### config.mk
export PLATFORM = sky130hd
export DESIGN_NAME = rsm_top
export DESIGN_NICKNAME = d
export VERILOG_FILES = /design/src/core/rsm_pkg.sv /design/src/core/rsm_edge.sv /design/src/core/rsm_sticky.sv /design/src/core/rsm_top.sv
export VERILOG_INCLUDE_DIRS = /design/src /design/src/core
export SDC_FILE = /design/constraint.sdc
export NUM_CORES = 1
export LEC_CHECK = 0
export ABC_CLOCK_PERIOD_IN_PS = 3300
export BUFFER_PORTS_ARGS = -buffer_cell sky130_fd_sc_hd__buf_2
export CAP_MARGIN = 10
export CORE_ASPECT_RATIO = 1.25
export CORE_MARGIN = 2
export CORE_UTILIZATION = 45
export CTS_CLUSTER_SIZE = 14
export DETAILED_ROUTE_END_ITERATION = 10
export PLACE_DENSITY = 0.81
export SYNTH_ARGS = -nofsm -noshare
export SYNTH_HDL_FRONTEND = slang
export SYNTH_SLANG_ARGS = --single-unit
### constraint.sdc
create_clock -name clk -period 3.3 [get_ports clk]
set_input_delay 0.495 -clock clk [delete_from_list [all_inputs] [get_ports clk]]
set_output_delay 0.495 -clock clk [all_outputs]
set_load 0.01 [all_outputs]
### src/core/rsm_params.svh
// Register indices, field layouts, reset values and masks of the runtime management block
`ifndef RSM_PARAMS_SVH
`define RSM_PARAMS_SVH

// Register indices; byte address is four times the index
`define RSM_IDX_STS3      8'h12
`define RSM_IDX_STS4      8'h13
`define RSM_IDX_STS5      8'h14
`define RSM_IDX_EN2       8'h17
`define RSM_IDX_EN3       8'h18
`define RSM_IDX_EN4       8'h19
`define RSM_IDX_EN5       8'h1A
`define RSM_IDX_RSVD_A    8'h1B
`define RSM_IDX_MSC       8'h1C
`define RSM_IDX_RSVD_B    8'h1D
`define RSM_IDX_FORCE     8'h1E
`define RSM_IDX_IRQ_STS   8'h30
`define RSM_IDX_IRQ_MASK  8'h31

// Writable bit masks
`define RSM_EN2_MASK      8'hF7
`define RSM_EN3_MASK      8'hF7
`define RSM_EN5_MASK      8'hCF
`define RSM_MSC_MASK      8'h3F
`define RSM_FORCE_MASK    8'h03
`define RSM_IRQ_MASK_W    8'h07

// Routing fields of enable register two
`define RSM_EN2_WAKE_BIT  5
`define RSM_EN2_SIRQ_BIT  6
`define RSM_EN2_PIN_BIT   7

// Interrupt status bits
`define RSM_IRQ_EDGE_BIT  0
`define RSM_IRQ_GRP_BIT   1
`define RSM_IRQ_MEDIA_BIT 2

// Reset values
`define RSM_EN_RESET      8'h00
`define RSM_STS_RESET     8'h00
`define RSM_FORCE_RESET   8'h01

`endif

### src/core/rsm_pkg.sv
// Types shared by the runtime management block
package rsm_pkg;

  typedef struct packed {
    logic gpio_pin_a;
    logic gpio_pin_b;
    logic gpio_pin_c;
    logic gpio_pin_d;
    logic gpio_pin_e;
    logic gpio_pin_f;
    logic gpio_pin_g;
    logic gpio_pin_h;
    logic gpio_pin_i;
    logic gpio_pin_j;
    logic gpio_pin_k;
    logic gpio_pin_l;
    logic gpio_pin_m;
    logic gpio_pin_n;
    logic gpio_pin_o;
    logic gpio_pin_p;
    logic gpio_pin_q;
    logic gpio_pin_r;
    logic gpio_pin_s;
  } rsm_gpio_type;

  typedef struct packed {
    logic group_wake_req;
    logic group_serial_irq_req;
    logic mgmt_irq_out_pin_n;
  } rsm_route_type;

endpackage

### src/core/rsm_edge.sv
// Either-edge detector for synchronous inputs
`timescale 1ns/1ps
`default_nettype none
module rsm_edge #(
  parameter int WIDTH = 6
) (
  // Clock and reset
  input  wire logic             clk,
  input  wire logic             rst_n,
  // Inputs and edge pulses
  input  wire logic [WIDTH-1:0] sig,
  output logic      [WIDTH-1:0] pulse
);

  logic [WIDTH-1:0] prev_q;
  logic             primed_q;

  // First sample after reset only loads the history
  always_ff @(posedge clk or negedge rst_n) begin
    if (!rst_n) begin
      prev_q   <= '0;
      primed_q <= 1'b0;
    end else begin
      prev_q   <= sig;
      primed_q <= 1'b1;
    end
  end

  assign pulse = primed_q ? (sig ^ prev_q) : '0;

endmodule
`default_nettype wire

### src/core/rsm_sticky.sv
// Sticky status bits, set by hardware and cleared by writing one
`timescale 1ns/1ps
`default_nettype none
module rsm_sticky #(
  parameter int WIDTH = 8
) (
  // Clock and reset
  input  wire logic             clk,
  input  wire logic             rst_n,
  // Set and clear
  input  wire logic [WIDTH-1:0] set,
  input  wire logic [WIDTH-1:0] clr,
  // State
  output logic      [WIDTH-1:0] q
);

  // A set in the clearing cycle survives
  always_ff @(posedge clk or negedge rst_n) begin
    if (!rst_n) begin
      q <= '0;
    end else begin
      q <= (q & ~clr) | set;
    end
  end

endmodule
`default_nettype wire

### src/core/rsm_top.sv
// Runtime management interrupt routing, edge status and forced media change
//
// Design decision made here: the APB slave port.
`timescale 1ns/1ps
`default_nettype none
`include "rsm_params.svh"
module rsm_top (
  // Clock and reset
  input  wire logic                 clk,
  input  wire logic                 reset_n,
  // APB slave
  input  wire logic [11:0]          paddr,
  input  wire logic                 psel,
  input  wire logic                 penable,
  input  wire logic                 pwrite,
  input  wire logic [31:0]          pwdata,
  input  wire logic [3:0]           pstrb,
  output logic                      pready,
  output logic      [31:0]          prdata,
  output logic                      pslverr,
  // Sources
  input  wire rsm_pkg::rsm_gpio_type gpio_in,
  input  wire logic                 fan_speed_input_a,
  input  wire logic                 fan_speed_input_b,
  // Floppy drive interface
  input  wire logic                 head_step_strobe_n,
  input  wire logic                 drive_select_a_n,
  input  wire logic                 drive_select_b_n,
  input  wire logic                 media_change_input_n,
  output logic                      media_change_flag,
  // Routed management interrupt
  output rsm_pkg::rsm_route_type    route_out,
  // Interrupt
  output logic                      irq
);

  // Reset release through two flops
  logic       rst_s1_q;
  logic       rst_n_q;
  always_ff @(posedge clk or negedge reset_n) begin
    if (!reset_n) begin
      rst_s1_q <= 1'b0;
      rst_n_q  <= 1'b0;
    end else begin
      rst_s1_q <= 1'b1;
      rst_n_q  <= rst_s1_q;
    end
  end

  // Bus decode
  logic [7:0] idx;
  logic       setup;
  logic       wr;
  logic [7:0] wdat;
  logic       mapped;
  assign idx   = paddr[9:2];
  assign setup = psel && !penable;
  assign wr    = psel && penable && pwrite && pstrb[0] && mapped;
  assign wdat  = pwdata[7:0];

  function automatic logic hit(input logic [7:0] a, input logic [7:0] b);
    return a == b;
  endfunction

  always_comb begin
    unique case (idx)
      `RSM_IDX_STS3, `RSM_IDX_STS4, `RSM_IDX_STS5,
      `RSM_IDX_EN2, `RSM_IDX_EN3, `RSM_IDX_EN4, `RSM_IDX_EN5,
      `RSM_IDX_RSVD_A, `RSM_IDX_MSC, `RSM_IDX_RSVD_B, `RSM_IDX_FORCE,
      `RSM_IDX_IRQ_STS, `RSM_IDX_IRQ_MASK: mapped = (paddr[11:10] == 2'h0);
      default: mapped = 1'b0;
    endcase
  end

  assign pready  = 1'b1;
  assign pslverr = psel && penable && !mapped;

  // Enable registers
  logic [7:0] en2_q;
  logic [7:0] en3_q;
  logic [7:0] en4_q;
  logic [7:0] en5_q;
  always_ff @(posedge clk or negedge rst_n_q) begin
    if (!rst_n_q) begin
      en2_q <= `RSM_EN_RESET;
      en3_q <= `RSM_EN_RESET;
      en4_q <= `RSM_EN_RESET;
      en5_q <= `RSM_EN_RESET;
    end else if (wr && mapped) begin
      if (hit(idx, `RSM_IDX_EN2)) begin
        en2_q <= wdat & `RSM_EN2_MASK;
      end
      if (hit(idx, `RSM_IDX_EN3)) begin
        en3_q <= wdat & `RSM_EN3_MASK;
      end
      if (hit(idx, `RSM_IDX_EN4)) begin
        en4_q <= wdat;
      end
      if (hit(idx, `RSM_IDX_EN5)) begin
        en5_q <= wdat & `RSM_EN5_MASK;
      end
    end
  end

  // Source maps
  logic [7:0] src3;
  logic [7:0] src4;
  logic [7:0] src5;
  logic [5:0] edge_pins;
  assign src3 = {gpio_in.gpio_pin_g, gpio_in.gpio_pin_f, gpio_in.gpio_pin_e,
                 gpio_in.gpio_pin_d, 1'b0, gpio_in.gpio_pin_c,
                 gpio_in.gpio_pin_b, gpio_in.gpio_pin_a};
  assign src4 = {gpio_in.gpio_pin_o, gpio_in.gpio_pin_n, gpio_in.gpio_pin_m,
                 gpio_in.gpio_pin_l, gpio_in.gpio_pin_k, gpio_in.gpio_pin_j,
                 gpio_in.gpio_pin_i, gpio_in.gpio_pin_h};
  assign src5 = {fan_speed_input_b, fan_speed_input_a, 2'h0,
                 gpio_in.gpio_pin_s, gpio_in.gpio_pin_r,
                 gpio_in.gpio_pin_q, gpio_in.gpio_pin_p};
  assign edge_pins = {gpio_in.gpio_pin_o, gpio_in.gpio_pin_g, gpio_in.gpio_pin_n,
                      gpio_in.gpio_pin_l, gpio_in.gpio_pin_c, gpio_in.gpio_pin_b};

  // Latched management status
  logic [7:0] sts3;
  logic [7:0] sts4;
  logic [7:0] sts5;
  logic [7:0] clr3;
  logic [7:0] clr4;
  logic [7:0] clr5;
  assign clr3 = (wr && hit(idx, `RSM_IDX_STS3)) ? wdat : 8'h00;
  assign clr4 = (wr && hit(idx, `RSM_IDX_STS4)) ? wdat : 8'h00;
  assign clr5 = (wr && hit(idx, `RSM_IDX_STS5)) ? wdat : 8'h00;

  rsm_sticky #(.WIDTH(8)) u_sts3 (
    .clk   (clk),
    .rst_n (rst_n_q),
    .set   (src3),
    .clr   (clr3),
    .q     (sts3)
  );
  rsm_sticky #(.WIDTH(8)) u_sts4 (
    .clk   (clk),
    .rst_n (rst_n_q),
    .set   (src4),
    .clr   (clr4),
    .q     (sts4)
  );
  rsm_sticky #(.WIDTH(8)) u_sts5 (
    .clk   (clk),
    .rst_n (rst_n_q),
    .set   (src5),
    .clr   (clr5),
    .q     (sts5)
  );

  // Grouped management interrupt and its routes
  logic grp_d;
  logic grp_q;
  logic route_pin_q;
  logic route_sirq_q;
  logic route_wake_q;
  assign grp_d = |(sts3 & en3_q) | |(sts4 & en4_q) | |(sts5 & en5_q);
  always_ff @(posedge clk or negedge rst_n_q) begin
    if (!rst_n_q) begin
      grp_q <= 1'b0;
    end else begin
      grp_q <= grp_d;
    end
  end

  always_ff @(posedge clk or negedge rst_n_q) begin
    if (!rst_n_q) begin
      route_pin_q  <= 1'b0;
      route_sirq_q <= 1'b0;
      route_wake_q <= 1'b0;
    end else begin
      route_pin_q  <= grp_d && en2_q[`RSM_EN2_PIN_BIT];
      route_sirq_q <= grp_d && en2_q[`RSM_EN2_SIRQ_BIT];
      route_wake_q <= grp_d && en2_q[`RSM_EN2_WAKE_BIT];
    end
  end
  assign route_out.mgmt_irq_out_pin_n   = !route_pin_q;
  assign route_out.group_serial_irq_req = route_sirq_q;
  assign route_out.group_wake_req       = route_wake_q;

  // Either-edge status
  logic [5:0] edge_pulse;
  logic [5:0] msc;
  logic [5:0] msc_clr;
  rsm_edge #(.WIDTH(6)) u_edge (
    .clk   (clk),
    .rst_n (rst_n_q),
    .sig   (edge_pins),
    .pulse (edge_pulse)
  );
  assign msc_clr = (wr && hit(idx, `RSM_IDX_MSC)) ? wdat[5:0] : 6'h00;
  rsm_sticky #(.WIDTH(6)) u_msc (
    .clk   (clk),
    .rst_n (rst_n_q),
    .set   (edge_pulse),
    .clr   (msc_clr),
    .q     (msc)
  );

  // Forced media change
  logic [1:0] force_q;
  logic [1:0] force_set;
  logic [1:0] force_clr;
  logic       sel_a;
  logic       sel_b;
  logic       step;
  assign sel_a = !drive_select_a_n;
  assign sel_b = !drive_select_b_n;
  assign step  = !head_step_strobe_n;
  assign force_set = (wr && hit(idx, `RSM_IDX_FORCE)) ? wdat[1:0] : 2'h0;
  assign force_clr = {step && sel_b, step && sel_a};
  always_ff @(posedge clk or negedge rst_n_q) begin
    if (!rst_n_q) begin
      force_q <= 2'(`RSM_FORCE_RESET);
    end else begin
      force_q <= (force_q & ~force_clr) | force_set;
    end
  end

  always_ff @(posedge clk or negedge rst_n_q) begin
    if (!rst_n_q) begin
      media_change_flag <= 1'b0;
    end else begin
      media_change_flag <= (sel_a && force_q[0]) || (sel_b && force_q[1]) ||
                           !media_change_input_n;
    end
  end

  // Block interrupt
  logic [2:0] irq_sts;
  logic [2:0] irq_set;
  logic [2:0] irq_clr;
  logic [2:0] irq_mask_q;
  assign irq_set[`RSM_IRQ_EDGE_BIT]  = |edge_pulse;
  assign irq_set[`RSM_IRQ_GRP_BIT]   = grp_d && !grp_q;
  assign irq_set[`RSM_IRQ_MEDIA_BIT] = |(force_q & force_clr);
  assign irq_clr = (wr && hit(idx, `RSM_IDX_IRQ_STS)) ? wdat[2:0] : 3'h0;
  rsm_sticky #(.WIDTH(3)) u_irq (
    .clk   (clk),
    .rst_n (rst_n_q),
    .set   (irq_set),
    .clr   (irq_clr),
    .q     (irq_sts)
  );
  always_ff @(posedge clk or negedge rst_n_q) begin
    if (!rst_n_q) begin
      irq_mask_q <= 3'h0;
    end else if (wr && hit(idx, `RSM_IDX_IRQ_MASK)) begin
      irq_mask_q <= wdat[2:0] & 3'(`RSM_IRQ_MASK_W);
    end
  end
  assign irq = |(irq_sts & irq_mask_q);

  // Read data, captured in the setup cycle
  logic [7:0] rd_byte;
  always_comb begin
    unique case (idx)
      `RSM_IDX_STS3:     rd_byte = sts3;
      `RSM_IDX_STS4:     rd_byte = sts4;
      `RSM_IDX_STS5:     rd_byte = sts5;
      `RSM_IDX_EN2:      rd_byte = en2_q;
      `RSM_IDX_EN3:      rd_byte = en3_q;
      `RSM_IDX_EN4:      rd_byte = en4_q;
      `RSM_IDX_EN5:      rd_byte = en5_q;
      `RSM_IDX_MSC:      rd_byte = {2'h0, msc};
      `RSM_IDX_FORCE:    rd_byte = {6'h00, force_q};
      `RSM_IDX_IRQ_STS:  rd_byte = {5'h00, irq_sts};
      `RSM_IDX_IRQ_MASK: rd_byte = {5'h00, irq_mask_q};
      default:           rd_byte = 8'h00;
    endcase
  end

  logic [31:0] prdata_q;
  always_ff @(posedge clk or negedge rst_n_q) begin
    if (!rst_n_q) begin
      prdata_q <= 32'h0000_0000;
    end else if (setup && !pwrite) begin
      prdata_q <= mapped ? {24'h00_0000, rd_byte} : 32'h0000_0000;
    end
  end
  assign prdata = prdata_q;
endmodule
`default_nettype wire

==> metrics.md <==
| Metric | Value |
|---|---|
| Critical path startpoint category | input port |
| GRT overflow | 0 |
| Post-synthesis mux area share | 11.0% |
| Top cell type's share of synthesized area | 48.2% |
| Adder-cell area share of the yosys netlist | 0% |
| Post-DRT Antenna Nets | 0 |
| Largest family of logic cells by synthesized area | simple AND/OR/NAND/NOR gates |
| Router iterations before antenna repair | 5 |
| Site row count | 40 |
| Detailed Place HPWL | 8830 um |
| Synth warn | 0 |
| Post-layout util | 52.8% |
| Die width | 93.6 um |
| P per Cell Area | about 450 nW/um^2 |
| Peak VDD IR | 0.282 mV |
| Ys flop type | dfrtp_1 |
| Synth async-reset ratio | 100% |
| Count of final hold-check violations | 0 |
| Syn_area_per_cell | 10.8 um^2 |
| I/O Pins | 117 |
| Area leader, netlist | dfrtp_1 |
| WL per Instance | 19.3 um |
| Rel. slew slack | between 50% and 60% |
| Final Non-Filler Cells | approximately 610 |
| WS Path Type | in2out |
| Register area share after synthesis | 48.8% |
| H-Tree Level Count | 3 |
| Hold WS | 237 ps |
| Die height | 116 um |
| CP required | approximately 2800 ps |
| Placed insts | 595 |
| Nets | around 560 |
| Fin. max-slew vios | 0 |
| Starting Density | 46.5% |
| Leakage | about 2.2 nW |
| Final clock skew | about 6.2 ps |
| Worst-case clock buffer depth | 2 |
| Post-Synth Simple-Gate Area | 16.0% |
| ANT cells | 0 |
| Port bufs | 62 |
| CTS Root Cell | clkbuf_16 |
| Initial DRC count | 368 |
| DRT Wirelength | about 12000 um |
| Worst-skew pair later-pin latency | 350 ps |
| Netlist Area Pre-Place | roughly 4500 um^2 |
| Via count | 3528 |
| Final setup viols | 0 |
| Outcome | finished clean |
| Largest net degree at the start of global routing | 38 |
| Critical path endpoint category | output port |
| Synth Instances | 420 |
| Via density | 5.76 |
| Layout area overhead | 13.3% |
| RSZ-0062 raised after global routing | false |
| Die area | 10900 um^2 |
| Total track usage | a little under a quarter |
| Synth area leaders | dfrtp_1 48%, mux2_2 6.2%, buf_4 4.7% |
| Fillcell total | between 800 and 900 |
| CTS clock-pin slew for the worst setup and hold paths | 60 ps |
| Arr. time, crit path | 1940 ps |
| Global-route wire length before repair | 18900 um |
| Post-synth EDFFs | 0 |
| DRC | 0 |
| Core outline area | 9710 um^2 |
| Max-cap violation count | 0 |
| Clk sinks | 88 |
| Commonest non-fill, non-tap cell in the layout | dfrtp_1 |
| Min Tclk post-route | 2440 ps |
| Setup Fix Bufs, Post-CTS | 0 |
| #FFs+latches synth | 88 |
| Antenna violations before repair | 0 |
| Crit share post-route | 73.9% |
| CTS tree | built |
| Synth Area in Compound Gates | 15.4% |
| Share of cells above drive strength 1 | 26.7% |
| Worst hold path type | reg2async |
| Yosys cell types | 65 |
| Total CTS buffers | 9 |
| Vias in the first global route | 3567 |
| Commonest non-fill, non-tap cells in the layout | 86 x dfrtp_1, 62 x buf_2, 42 x o21ai_0, 34 x nand2_1, 27 x conb_1 |
| GPL Wtd Cong | 0.963 |
| CP Max Fanout | 19 |
| CTS Hold Bufs | 1 |
| Worst slew pin tran | 619 ps |
| Fmax | 410 MHz |
| Post-CTS sizing | 0 |
| Total negative slack | 0 ps |
| Xor and xnor fraction of the mapped netlist area | 1.36% |
[layout make-up]
type | instances | area, um^2 | area share, %
Tap cell | 126 | 158 | 3.08
Inverter | 9 | 33.8 | 0.660
Clock buffer | 10 | 229 | 4.47
Clock inverter | 6 | 60.1 | 1.17
Multi-Input combinational cell | 305 | 2080 | 40.5
Timing Repair Buffer | 68 | 358 | 6.99
Sequential cell | 88 | 2210 | 43.1
[logic make-up after synthesis]
group / Yosys count
flip-flops: 88
other: 2
AND/OR/NAND/NOR: 121
buffers and inverters: 52
XOR/XNOR: 7
multiplexers: 43
AO/OA/AOI/OAI: 107
[per-stage QoR]
stage	area [um^2]	worst slack (ps)	total power, mW
detailed placement	4820	842	1.31
CTS	5120	866	2.30
floorplan	4610	669	1.26
global route	5120	639	2.36
finish	5120	862	2.28
global placement	4820	861	1.30
[worst max-delay path, stage by stage]
cell      delay (ps)
buf_2            350
nor2b_1          330
nor3_1            80
a311oi_1         260
o211ai_1         100
and3_1           190
buf_2            130
[path summary, 6_finish.rpt]
| check | startpoint | endpoint | slack, ps | cells past startpoint |
|---|---|---|---|---|
| worst min register to register | rst_n_q$_DFF_PN0_ | u_sts3.q[4]$_DFF_PN0_ | 240 | 0 |
| max in group asynchronous | rst_n_q$_DFF_PN0_ | force_q[0]$_DFF_PN1_ | 2240 | 1 |
| min in group clk | gpio_in[5] | u_edge.prev_q[3]$_DFF_PN0_ | 290 | 1 |
| worst max-delay path | paddr[4] | pslverr | 860 | 7 |
| worst max register to register | en4_q[1]$_DFFE_PN0P_ | route_sirq_q$_DFF_PN0_ | 1310 | 5 |
| worst min-delay path | rst_n_q$_DFF_PN0_ | u_sts3.q[4]$_DFF_PN0_ | 240 | 0 |
[report_power, final]
| part | total (mW) | switching [mW] | leakage, nW | internal [mW] |
|---|---|---|---|---|
| Clock | 0.995 | 0.413 | 0.138 | 0.582 |
| Sequential | 1.11 | 0.0164 | 1.05 | 1.09 |
| Combinational | 0.180 | 0.114 | 1.06 | 0.0659 |
[layer usage]
layer | wire [um] | vias to the layer above | GRT usage [%]
met5 | 0 | - | 0
met4 | 520 | 0 | 14.1
met3 | 734 | 42 | 3.38
met2 | 5770 | 161 | 38.1
met1 | 4780 | 1738 | 29.2
li1 | - | 1587 | -
[synth_stat cells (5+ instances only)]
cell,count
buf_2,8
dfrtp_1,87
inv_1,9
mux2i_1,8
mux2_2,25
nor2b_1,8
nor3_1,6
o21ai_0,42
nand4_1,5
xnor2_1,5
nand3_1,8
nor2_1,7
o21ai_1,8
nand2b_1,23
a21oi_1,9
nand2_1,34
buf_4,28
a22oi_1,17
mux2_4,6
[registers in the layout, summed over array words and instances, names as in the netlist, 2 cells and up]
signal         count
en2_q              7
en3_q              7
en4_q              8
en5_q              6
force_q            2
irq_mask_q         3
prdata             8
u_edge.prev_q      6
u_irq.q            3
u_msc.q            6
u_sts3.q           8
u_sts4.q           8
u_sts5.q           8
Note: power is estimated with default switching activity, not from simulation.
